### src/rtl/ctsc_params.svh
// constants for the capture trigger/sync control block
`ifndef CTSC_PARAMS_SVH
`define CTSC_PARAMS_SVH
// register byte addresses
`define CTSC_ADDR_CTRL2 12'h000
`define CTSC_ADDR_TIMER 12'h004
`define CTSC_ADDR_IRQ_STAT 12'h008
`define CTSC_ADDR_IRQ_MASK 12'h00C
// control register field positions
`define CTSC_BIT_CASCADE 8
`define CTSC_BIT_TRIG_MODE 7
`define CTSC_BIT_TRIG_FLAG 6
`define CTSC_SEL_MSB 4
// reset value of the control register: source select 5'b01101
`define CTSC_CTRL2_RESET 16'h000D
// readable bits: 8..6 and 4..0
`define CTSC_CTRL2_MASK 16'h01DF
// interrupt status bits
`define CTSC_IRQ_TRIG 0
`define CTSC_IRQ_WRAP 1
`endif

### src/rtl/ctsc_pkg.sv
// types for the capture trigger/sync control block
package ctsc_pkg;

  typedef enum logic [1:0] {
    CTSC_SYNC_MODE,
    CTSC_TRIG_IDLE,
    CTSC_TRIG_RUN
  } ctsc_mode_t;

  typedef struct packed {
    logic cascade;
    logic trig_mode;
    logic trig_flag;
    logic [4:0] src_sel;
    logic [15:0] timer;
    logic [1:0] irq_stat;
    logic [1:0] irq_mask;
    logic irq;
    logic [31:0] prdata;
    logic pready;
    logic pslverr;
    logic [31:0] src_meta;
    logic [31:0] src_sync;
    logic src_prev;
    logic cascaded;
  } ctsc_state_t;

endpackage : ctsc_pkg

### src/rtl/ctsc_channel.sv
// one capture channel: trigger/sync control register, capture timer, apb slave
`timescale 1ns/1ps
`include "ctsc_params.svh"

module ctsc_channel #(
  parameter int NUM_SRC = 32,
  parameter int TMR_W = 16
) (
  // clock and reset
  input wire logic sys_clk,
  input wire logic reset,
  // apb slave
  input wire logic psel,
  input wire logic penable,
  input wire logic pwrite,
  input wire logic [11:0] paddr,
  input wire logic [31:0] pwdata,
  output logic [31:0] prdata,
  output logic pready,
  output logic pslverr,
  // trigger and sync sources from other modules, asynchronous
  input wire logic [NUM_SRC-1:0] src_in,
  // pair partner cascade bit, same clock
  input wire logic partner_cascade,
  // status towards the system
  output logic cascade_out,
  output logic cascaded,
  output logic trig_flag,
  output logic [TMR_W-1:0] timer_out,
  output logic irq
);

  // ----------------------------------------------------------------
  // state
  // ----------------------------------------------------------------
  ctsc_pkg::ctsc_state_t s_q;
  ctsc_pkg::ctsc_state_t s_d;
  logic src_raw;
  logic src_edge;
  logic wr_en;
  logic rd_en;
  logic [15:0] ctrl2_rd;

  function automatic logic hit(input logic [11:0] a, input logic [11:0] b);
    hit = (a == b);
  endfunction : hit

  // ----------------------------------------------------------------
  // source selection
  // ----------------------------------------------------------------
  // source 0 means no source; the mux reads a synchronised bit only
  assign src_raw = (s_q.src_sel == 5'h00) ? 1'b0 : s_q.src_sync[s_q.src_sel];
  assign src_edge = src_raw & ~s_q.src_prev;
  assign wr_en = psel & penable & pwrite & ~s_q.pready;
  assign rd_en = psel & ~penable & ~pwrite;

  always_comb
  begin
    ctrl2_rd = 16'h0000;
    ctrl2_rd[`CTSC_BIT_CASCADE] = s_q.cascade;
    ctrl2_rd[`CTSC_BIT_TRIG_MODE] = s_q.trig_mode;
    ctrl2_rd[`CTSC_BIT_TRIG_FLAG] = s_q.trig_flag;
    ctrl2_rd[`CTSC_SEL_MSB:0] = s_q.src_sel;
  end

  // ----------------------------------------------------------------
  // next state
  // ----------------------------------------------------------------
  always_comb
  begin
    s_d = s_q;
    // every source pin passes two flops before the selector looks at it
    s_d.src_meta = 32'(src_in);
    s_d.src_sync = s_q.src_meta;
    s_d.src_prev = src_raw;
    s_d.cascaded = s_q.cascade & partner_cascade;
    s_d.pready = 1'b0;
    s_d.pslverr = 1'b0;
    s_d.prdata = 32'h0000_0000;

    // timer behaviour
    if (s_q.trig_mode)
    begin
      if (s_q.trig_flag)
        s_d.timer = s_q.timer + 16'h0001;
      else
        s_d.timer = 16'h0000;
    end
    else
    begin
      s_d.trig_flag = 1'b1;
      if (src_edge)
        s_d.timer = 16'h0000;
      else
        s_d.timer = s_q.timer + 16'h0001;
    end

    // register write
    if (wr_en)
    begin
      s_d.pready = 1'b1;
      if (hit(paddr, `CTSC_ADDR_CTRL2))
      begin
        s_d.cascade = pwdata[`CTSC_BIT_CASCADE];
        s_d.trig_mode = pwdata[`CTSC_BIT_TRIG_MODE];
        s_d.trig_flag = pwdata[`CTSC_BIT_TRIG_FLAG];
        s_d.src_sel = pwdata[`CTSC_SEL_MSB:0];
        if (!pwdata[`CTSC_BIT_TRIG_FLAG] && pwdata[`CTSC_BIT_TRIG_MODE])
          s_d.timer = 16'h0000;
      end
      else if (hit(paddr, `CTSC_ADDR_IRQ_STAT))
        s_d.irq_stat = s_q.irq_stat & ~pwdata[1:0];
      else if (hit(paddr, `CTSC_ADDR_IRQ_MASK))
        s_d.irq_mask = pwdata[1:0];
      else if (!hit(paddr, `CTSC_ADDR_TIMER))
        s_d.pslverr = 1'b1;
    end
    else if (psel & penable & ~s_q.pready)
      s_d.pready = 1'b1;

    // register read, data captured in setup so it stands in access
    if (rd_en)
    begin
      if (hit(paddr, `CTSC_ADDR_CTRL2))
        s_d.prdata = {16'h0000, ctrl2_rd};
      else if (hit(paddr, `CTSC_ADDR_TIMER))
        s_d.prdata = {16'h0000, s_q.timer};
      else if (hit(paddr, `CTSC_ADDR_IRQ_STAT))
        s_d.prdata = {30'h0, s_q.irq_stat};
      else if (hit(paddr, `CTSC_ADDR_IRQ_MASK))
        s_d.prdata = {30'h0, s_q.irq_mask};
    end
    else if (psel & penable & ~pwrite & ~s_q.pready)
    begin
      s_d.prdata = s_q.prdata;
      if (!(hit(paddr, `CTSC_ADDR_CTRL2) || hit(paddr, `CTSC_ADDR_TIMER)
          || hit(paddr, `CTSC_ADDR_IRQ_STAT) || hit(paddr, `CTSC_ADDR_IRQ_MASK)))
        s_d.pslverr = 1'b1;
    end

    // in trigger mode, hardware set of the flag wins over a software clear in the same cycle
    if (s_q.trig_mode && src_edge)
      s_d.trig_flag = 1'b1;

    // interrupt events; set wins over write-one-to-clear
    if (s_q.trig_mode && src_edge && !s_q.trig_flag)
      s_d.irq_stat[`CTSC_IRQ_TRIG] = 1'b1;
    if (s_q.timer == 16'hFFFF && s_d.timer == 16'h0000)
      s_d.irq_stat[`CTSC_IRQ_WRAP] = 1'b1;
    s_d.irq = |(s_d.irq_stat & s_d.irq_mask);
  end

  // ----------------------------------------------------------------
  // registers
  // ----------------------------------------------------------------
  always_ff @(posedge sys_clk)
  begin
    if (reset)
    begin
      s_q <= '0;
      s_q.src_sel <= 5'h0D;
    end
    else
      s_q <= s_d;
  end

  // ----------------------------------------------------------------
  // outputs
  // ----------------------------------------------------------------
  assign prdata = s_q.prdata;
  assign pready = s_q.pready;
  assign pslverr = s_q.pslverr;
  assign cascade_out = s_q.cascade;
  assign cascaded = s_q.cascaded;
  assign trig_flag = s_q.trig_flag;
  assign timer_out = s_q.timer;
  assign irq = s_q.irq;

endmodule : ctsc_channel

### config.mk
export PLATFORM = sky130hd
export DESIGN_NAME = ctsc_channel
export DESIGN_NICKNAME = d
export VERILOG_FILES = /design/src/rtl/ctsc_pkg.sv /design/src/rtl/ctsc_channel.sv
export VERILOG_INCLUDE_DIRS = /design/src /design/src/rtl
export SDC_FILE = /design/constraint.sdc
export NUM_CORES = 1
export LEC_CHECK = 0
export ABC_CLOCK_PERIOD_IN_PS = 2580
export BUFFER_PORTS_ARGS = -buffer_cell sky130_fd_sc_hd__buf_2
export CAP_MARGIN = 20
export CORE_MARGIN = 2
export CORE_UTILIZATION = 51
export DETAILED_ROUTE_END_ITERATION = 16
export PLACE_DENSITY = 0.89
export SYNTH_ARGS = -nofsm -noshare
export SYNTH_HDL_FRONTEND = slang
export SYNTH_SLANG_ARGS = --single-unit
### constraint.sdc
create_clock -name sys_clk -period 2.58 [get_ports sys_clk]
set_clock_uncertainty 0.1 [all_clocks]
set_input_delay 0.387 -clock sys_clk [delete_from_list [all_inputs] [get_ports sys_clk]]
set_output_delay 0.387 -clock sys_clk [all_outputs]
set_load 0.005 [all_outputs]
==> impl_metrics.json, run 1 <==
{
  "n_fill_cell": 634,
  "drv_slew": 0,
  "clockBufferDepth": 2,
  "drv_cap": 0,
  "r2r_slack_ns": 0.25,
  "area_delta_synth_final_pct": 25.3,
  "grt_max_degree": 66,
  "setup_tns_ns": 0,
  "power_mw": 4.15,
  "netlist_area_um2": 4560,
  "hp-class": "in -> reg",
  "grt_pass1_wl_um": 15700,
  "initial_core_util": 0.526,
  "ys.flop_type": "dfxtp_1",
  "gp_congestion": 0.853,
  "min_period_ns": 2.33,
  "hold_viol": 0,
  "setup-violations-final": 0,
  "drive_gt1_frac": 0.287,
  "dieWidth_um": 98.6,
  "comb_power_share": 0.052,
  "synth_most_common_cell": "dfxtp_1",
  "cp_top_family": "simple AND/OR/NAND/NOR gates",
  "crit_arrival_ns": 2.68,
  "drt_iter0_drc": 142,
  "synthTopCellsByArea": "dfxtp_1 (50%), nor2b_1 (9.7%), buf_4 (8.1%)",
  "clk_pin_slew_ns": 0.06,
  "dp_hpwl_um": 5890,
  "ys_warn_count": 0,
  "synth_compound_area_frac": 0.0705,
  "worstSkewPairLatency_ns": 0.51,
  "p_leak_nw": 2.37,
  "cts-htree-levels": 4,
  "slowest_delay_ns": 0.53,
  "postRouteAntennaNets": 0,
  "cts_buffers": 17,
  "path_max_fanout": 10,
  "yosys.area_share.simple": 0.242,
  "cts_tree": "built",
  "crit_type": "reg -> reg",
  "dieArea_um2": 9720,
  "grt.busiest_layer": "met2",
  "utilization": 0.659,
  "synth.distinct_cells": 46,
  "synth_edf_count": 0,
  "die-height_um": 98.6,
  "final-seq-area_um2": 2260,
  "grt_use_met2": 0.366,
  "synth_common_cells": "dfxtp_1 (113), nor2b_1 (71), buf_4 (49)",
  "use_met3": 0.0589,
  "netSwitchingPower_mw": 0.955,
  "yosys_register_bits": 113,
  "grtUsageTotal": 0.204,
  "crit_buf_inv": 1,
  "p_per_area_nw_per_um2": 726,
  "routed_wl_um": 9630,
  "seqPwrFrac": 0.438,
  "slew_headroom": 0.574,
  "worst_pin_slew_ns": 0.640,
  "max_freq_ghz": 0.428,
  "drc": 0,
  "io_pins": 136,
  "via_per_inst": 5.02,
  "detail_route.wl_per_cell_um": 14.2,
  "synth_top_area_frac": 0.496,
  "ir_drop_mv": 0.480,
  "rows": 34,
  "num_vias": 3408,
  "detail_route.first_pass.iterations": 4,
  "slowest_stage": "dfxtp_1",
  "synth.avg_cell_area_um2": 9.96,
  "clock_sinks": 113,
  "synth-xor-area-share": 0.0269,
  "finalNetCount": 641,
  "grt_use_met1": 0.230,
  "muxShareOfSynthArea": 0.0494,
  "finalNonFillerCells": 679,
  "diodes": 0,
  "cp-start-kind": "flip-flop",
  "dp_cells": 611,
  "crit_path_end_kind": "flip-flop",
  "synth_seq_area_share": 0.496,
  "grt_pass1_vias": 3335,
  "synth_top_family_by_area": "simple AND/OR/NAND/NOR gates",
  "outcome": "completed",
  "multi_input_area_um2": 1850,
  "async_flop_share": 0,
  "synthCells": 458,
  "min_period_over_period": 0.905,
  "p_clk_frac": 0.510,
  "p_int_mw": 3.20,
  "hold_slack_ns": 0.00917,
  "coreArea_um2": 8680,
  "yosys.area.top_type": "dfxtp_1",
  "cts_root_buf": "clkbuf_8",
  "switching_share": 0.230,
  "required_ns": 2.92,
  "synth_adder_area_share": 0.00274,
  "grt_overflow": 0,
  "worstPathCellList": "nor2b_1, a22oi_1, nand3_1, a41oi_4, nor2b_4, or4_4, buf_4, nor2_4",
  "grt_setup_unrepaired": "no",
  "antenna_found_initial": 1,
  "numPortBuffers": 95
}
==> cell usage in the layout, fill, tap and decap left out, drive strengths merged, types with 2 or more instances in the layout <==
cell / n
dfxtp: 113
buf: 108
nor2b: 72
nor2: 41
nand2: 35
dlygate4sd3: 31
a22oi: 20
mux2i: 18
clkbuf: 17
conb: 16
a21oi: 14
nand3: 13
xor2: 11
clkinv: 9
nand4: 5
nor3: 5
inv: 5
nand3b: 4
and3: 3
xnor2: 3
clkinvlp: 3
or4: 3
and4: 2
nor3b: 2
mux4: 2
a41oi: 2
==> cell type report <==
type                            count  area share
Sequential cell                   113       0.396
Multi-Input combinational cell    284       0.323
Clock inverter                     15      0.0241
Inverter                            3     0.00197
Tap cell                          108      0.0236
Clock buffer                       17      0.0724
Timing Repair Buffer              139       0.159
==> sequential cells by signal, indices dropped and copies added (netlist names) <==
| name | cells |
|---|---|
| ctrl2_rd | 6 |
| cascade_out | 1 |
| timer_out | 16 |
| s_q | 37 |
| pready | 1 |
| s_d | 32 |
| irq | 1 |
| cascaded | 1 |
| pslverr | 1 |
| trig_flag | 1 |
| prdata | 16 |
==> per-stage QoR <==
step / setup slack, ns / instance area, um2
3_5_place_dp: 0.0135 / 4800
2_1_floorplan: 0.235 / 4620
4_1_cts: 0.154 / 5670
3_3_place_gp: 0.101 / 4800
5_1_grt: 0.0462 / 5720
6_report: 0.245 / 5720
==> metal layers <==
| layer | vias up | routed length, um | part of all wire |
|---|---|---|---|
| met2 | 130 | 5100 | 0.53 |
| met4 | 2 | 96 | 0.010 |
| met5 | - | 11 | 0.0011 |
| met3 | 9 | 574 | 0.060 |
| li1 | 1669 | - | - |
| met1 | 1598 | 3850 | 0.40 |
==> kinds of logic (layout without fill, tap and decap cells) <==
group                    count (synthesis)  count (layout)
other                                    1              16
multiplexers                            20              20
AND/OR/NAND/NOR                        189             189
XOR/XNOR                                14              14
flip-flops                             113             113
AO/OA/AOI/OAI                           44              44
buffers and inverters                   76             174
adder cells (fa/ha/maj)                  1               1
==> repair_timing <==
item	4_1_cts	5_1_grt
hold endpoints to repair	31	0
hold buffers	31	0
setup buffers	0	5
resized for setup	0	2
setup endpoints to repair	0	18
==> power groups by stage <==
stage                     Sequential (mW)  Combinational [mW]  Clock, mW
after floorplan                      1.85               0.128          0
after global placement               1.85               0.157          0
after detailed placement             1.86               0.162          0
after CTS                            1.82               0.200       2.15
after global routing                 1.82               0.237       2.23
final                                1.82               0.216       2.12
==> path summary, 6_finish.rpt <==
kind | from | end | depth (start not counted)
min | src_in[11] | s_d[13]$_SDFF_PP0_ | 2
min reg2reg | s_d[12]$_SDFF_PP0_ | s_q[12]$_SDFF_PP0_ | 1
max reg2reg | ctrl2_rd[2]$_SDFFE_PP1P_ | timer_out[11]$_SDFF_PP0_ | 8
max | ctrl2_rd[2]$_SDFFE_PP1P_ | timer_out[11]$_SDFF_PP0_ | 8
No activity file was read; power rests on OpenSTA's default activity.
==> run 2: changes to the inputs <==
--- a/config.mk
+++ b/config.mk
@@ -6,13 +6,13 @@
 export SDC_FILE = /design/constraint.sdc
 export NUM_CORES = 1
 export LEC_CHECK = 0
-export ABC_CLOCK_PERIOD_IN_PS = 2580
+export ABC_CLOCK_PERIOD_IN_PS = 2900
 export BUFFER_PORTS_ARGS = -buffer_cell sky130_fd_sc_hd__buf_2
 export CAP_MARGIN = 20
 export CORE_MARGIN = 2
-export CORE_UTILIZATION = 51
+export CORE_UTILIZATION = 55
 export DETAILED_ROUTE_END_ITERATION = 16
-export PLACE_DENSITY = 0.89
+export PLACE_DENSITY = 0.94
 export SYNTH_ARGS = -nofsm -noshare
 export SYNTH_HDL_FRONTEND = slang
 export SYNTH_SLANG_ARGS = --single-unit
==> constraint.sdc (replaced) <==
create_clock -name sys_clk -period 2.9 [get_ports sys_clk]
set_clock_uncertainty 0.1 [all_clocks]
set_input_delay 0.435 -clock sys_clk [delete_from_list [all_inputs] [get_ports sys_clk]]
set_output_delay 0.435 -clock sys_clk [all_outputs]
set_load 0.005 [all_outputs]
==> run 2 against run 1 <==
Against the previous run:
- setup slack gained 0.055 ns
- non-clock buffer count shrank 39
- count of clock-buffer cells in the layout grew 4
- core utilization is essentially flat
- cell count shrank 6.2%
- sequential power shrank 11%
- hold slack gained 0.025 ns
- combinational power shrank 32%
- final area shrank 6.3%
- critical path depth is the same
- first-iteration DRC count shrank 25%
==> impl_metrics.json, run 2 (synthesis results as in run 1) <==
{
  "outcome": "completed",
  "cts_buffers": 17,
  "worst_pin_slew_ns": 0.961,
  "grt.busiest_layer": "met2",
  "clk_pin_slew_ns": 0.05,
  "required_ns": 3.22,
  "grt_overflow": 0,
  "grt_pass1_vias": 3181,
  "netSwitchingPower_mw": 0.805,
  "drive_gt1_frac": 0.284,
  "die-height_um": 95.1,
  "setup_tns_ns": 0,
  "dieWidth_um": 95.1,
  "ctsResizeCount": 0,
  "layout_commonest_cell": "dfxtp_1",
  "cts_tree": "built",
  "diodes": 0,
  "drv_cap": 0,
  "worstSkewPairLatency_ns": 0.51,
  "grt_setup_unrepaired": "no",
  "grt_use_met1": 0.244,
  "coreArea_um2": 8130,
  "crit_arrival_ns": 2.92,
  "routed_wl_um": 9170,
  "grt_max_degree": 75,
  "p_int_mw": 3.01,
  "drc": 0,
  "switching_share": 0.211,
  "io_pins": 136,
  "p_leak_nw": 2.20,
  "largest_reg_flops": 37,
  "cp-start-kind": "flip-flop",
  "clockBufferDepth": 2,
  "final_cell_mix": "dfxtp_1 (113), buf_2 (95), nor2b_1 (71)",
  "use_met3": 0.0482,
  "num_vias": 3296,
  "antenna_found_initial": 0,
  "path_max_fanout": 18,
  "max_freq_ghz": 0.385,
  "hp-class": "in -> reg",
  "drt_iter0_drc": 107,
  "hold_viol": 0,
  "min_period_ns": 2.60,
  "grt_use_met2": 0.364,
  "dp_hpwl_um": 5990,
  "setup-violations-final": 0,
  "clock_sinks": 113,
  "dieArea_um2": 9040,
  "p_clk_frac": 0.537,
  "finalNetCount": 602,
  "fin_area_um2": 5360,
  "numPortBuffers": 95,
  "detail_route.first_pass.iterations": 5,
  "r2r_slack_ns": 0.30,
  "drv_slew": 0,
  "crit_type": "reg -> reg",
  "rows": 33,
  "gp_congestion": 0.922,
  "cts_hold_buf": 0,
  "ir_drop_mv": 0.460,
  "p_per_area_nw_per_um2": 712,
  "grt_pass1_wl_um": 14600,
  "postRouteAntennaNets": 0,
  "cts_root_buf": "clkbuf_8",
  "min_period_over_period": 0.896,
  "grtUsageTotal": 0.213,
  "post-cts-setup-buffer-count": 0,
  "cts-htree-levels": 4,
  "crit_path_end_kind": "flip-flop",
  "placed_area_um2": 4760,
  "slew_headroom": 0.357,
  "comb_power_share": 0.039,
  "area_delta_synth_final_pct": 17.5,
  "initial_core_util": 0.561,
  "via_per_inst": 5.17,
  "largest-register": "s_q",
  "detail_route.wl_per_cell_um": 14.4,
  "seqPwrFrac": 0.425
}
## run 2: power by group through the flow
stage                     logic [mW]  clock network (mW)  registers [mW]
after floorplan                0.114                   0            1.64
after global placement         0.139                   0            1.65
final                          0.147                2.05            1.62
after CTS                      0.148                2.08            1.62
after global routing           0.164                2.15            1.62
after detailed placement       0.145                   0            1.65
## run 2: per-layer routing
layer	part of all wire	vias to the layer above
met4	0.017	0
li1	-	1595
met2	0.52	160
met1	0.39	1524
met3	0.069	17
met5	0	-
## run 2: worst max-delay path, cell delays in order, from the launching register on
cell and delay [ns]:
dfxtp_1 0.35, buf_4 0.30, mux2i_1 0.24, a311oi_1 0.11
nand3_1 0.18, a41oi_4 0.17, nor2b_4 0.17, or4_4 0.70
nor2_1 0.18
## run 2: final timing paths
| check | from | end | depth (start not counted) |
|---|---|---|---|
| min reg2reg | s_d[3]$_SDFF_PP0_ | s_q[3]$_SDFF_PP0_ | 1 |
| min | src_in[0] | s_d[2]$_SDFF_PP0_ | 2 |
| max | ctrl2_rd[1]$_SDFFE_PP0P_ | timer_out[5]$_SDFF_PP0_ | 8 |
| max reg2reg | ctrl2_rd[1]$_SDFFE_PP0P_ | timer_out[5]$_SDFF_PP0_ | 8 |
## run 2: stage by stage
step / setup WS [ns] / util / hold slack [ns] / instances / total power [mW]
2_1_floorplan: 0.507 / - / 0.314 / 473 / 1.76
4_1_cts: 0.320 / 0.659 / 0.0193 / 637 / 3.85
5_1_grt: 0.154 / 0.659 / 0.0228 / 637 / 3.93
3_5_place_dp: 0.351 / 0.586 / 0.324 / 605 / 1.80
6_report: 0.300 / 0.659 / 0.0338 / 637 / 3.81
3_3_place_gp: 0.388 / 0.586 / 0.320 / 605 / 1.79
## run 2: cell type report
class	count	area [um2]
fill	609	2770
sequential	113	2260
multi-input combinational	284	1850
timing repair buffer	100	513
clock buffer	21	439
clock inverter	11	156
tap	105	131
inverter	3	11.3
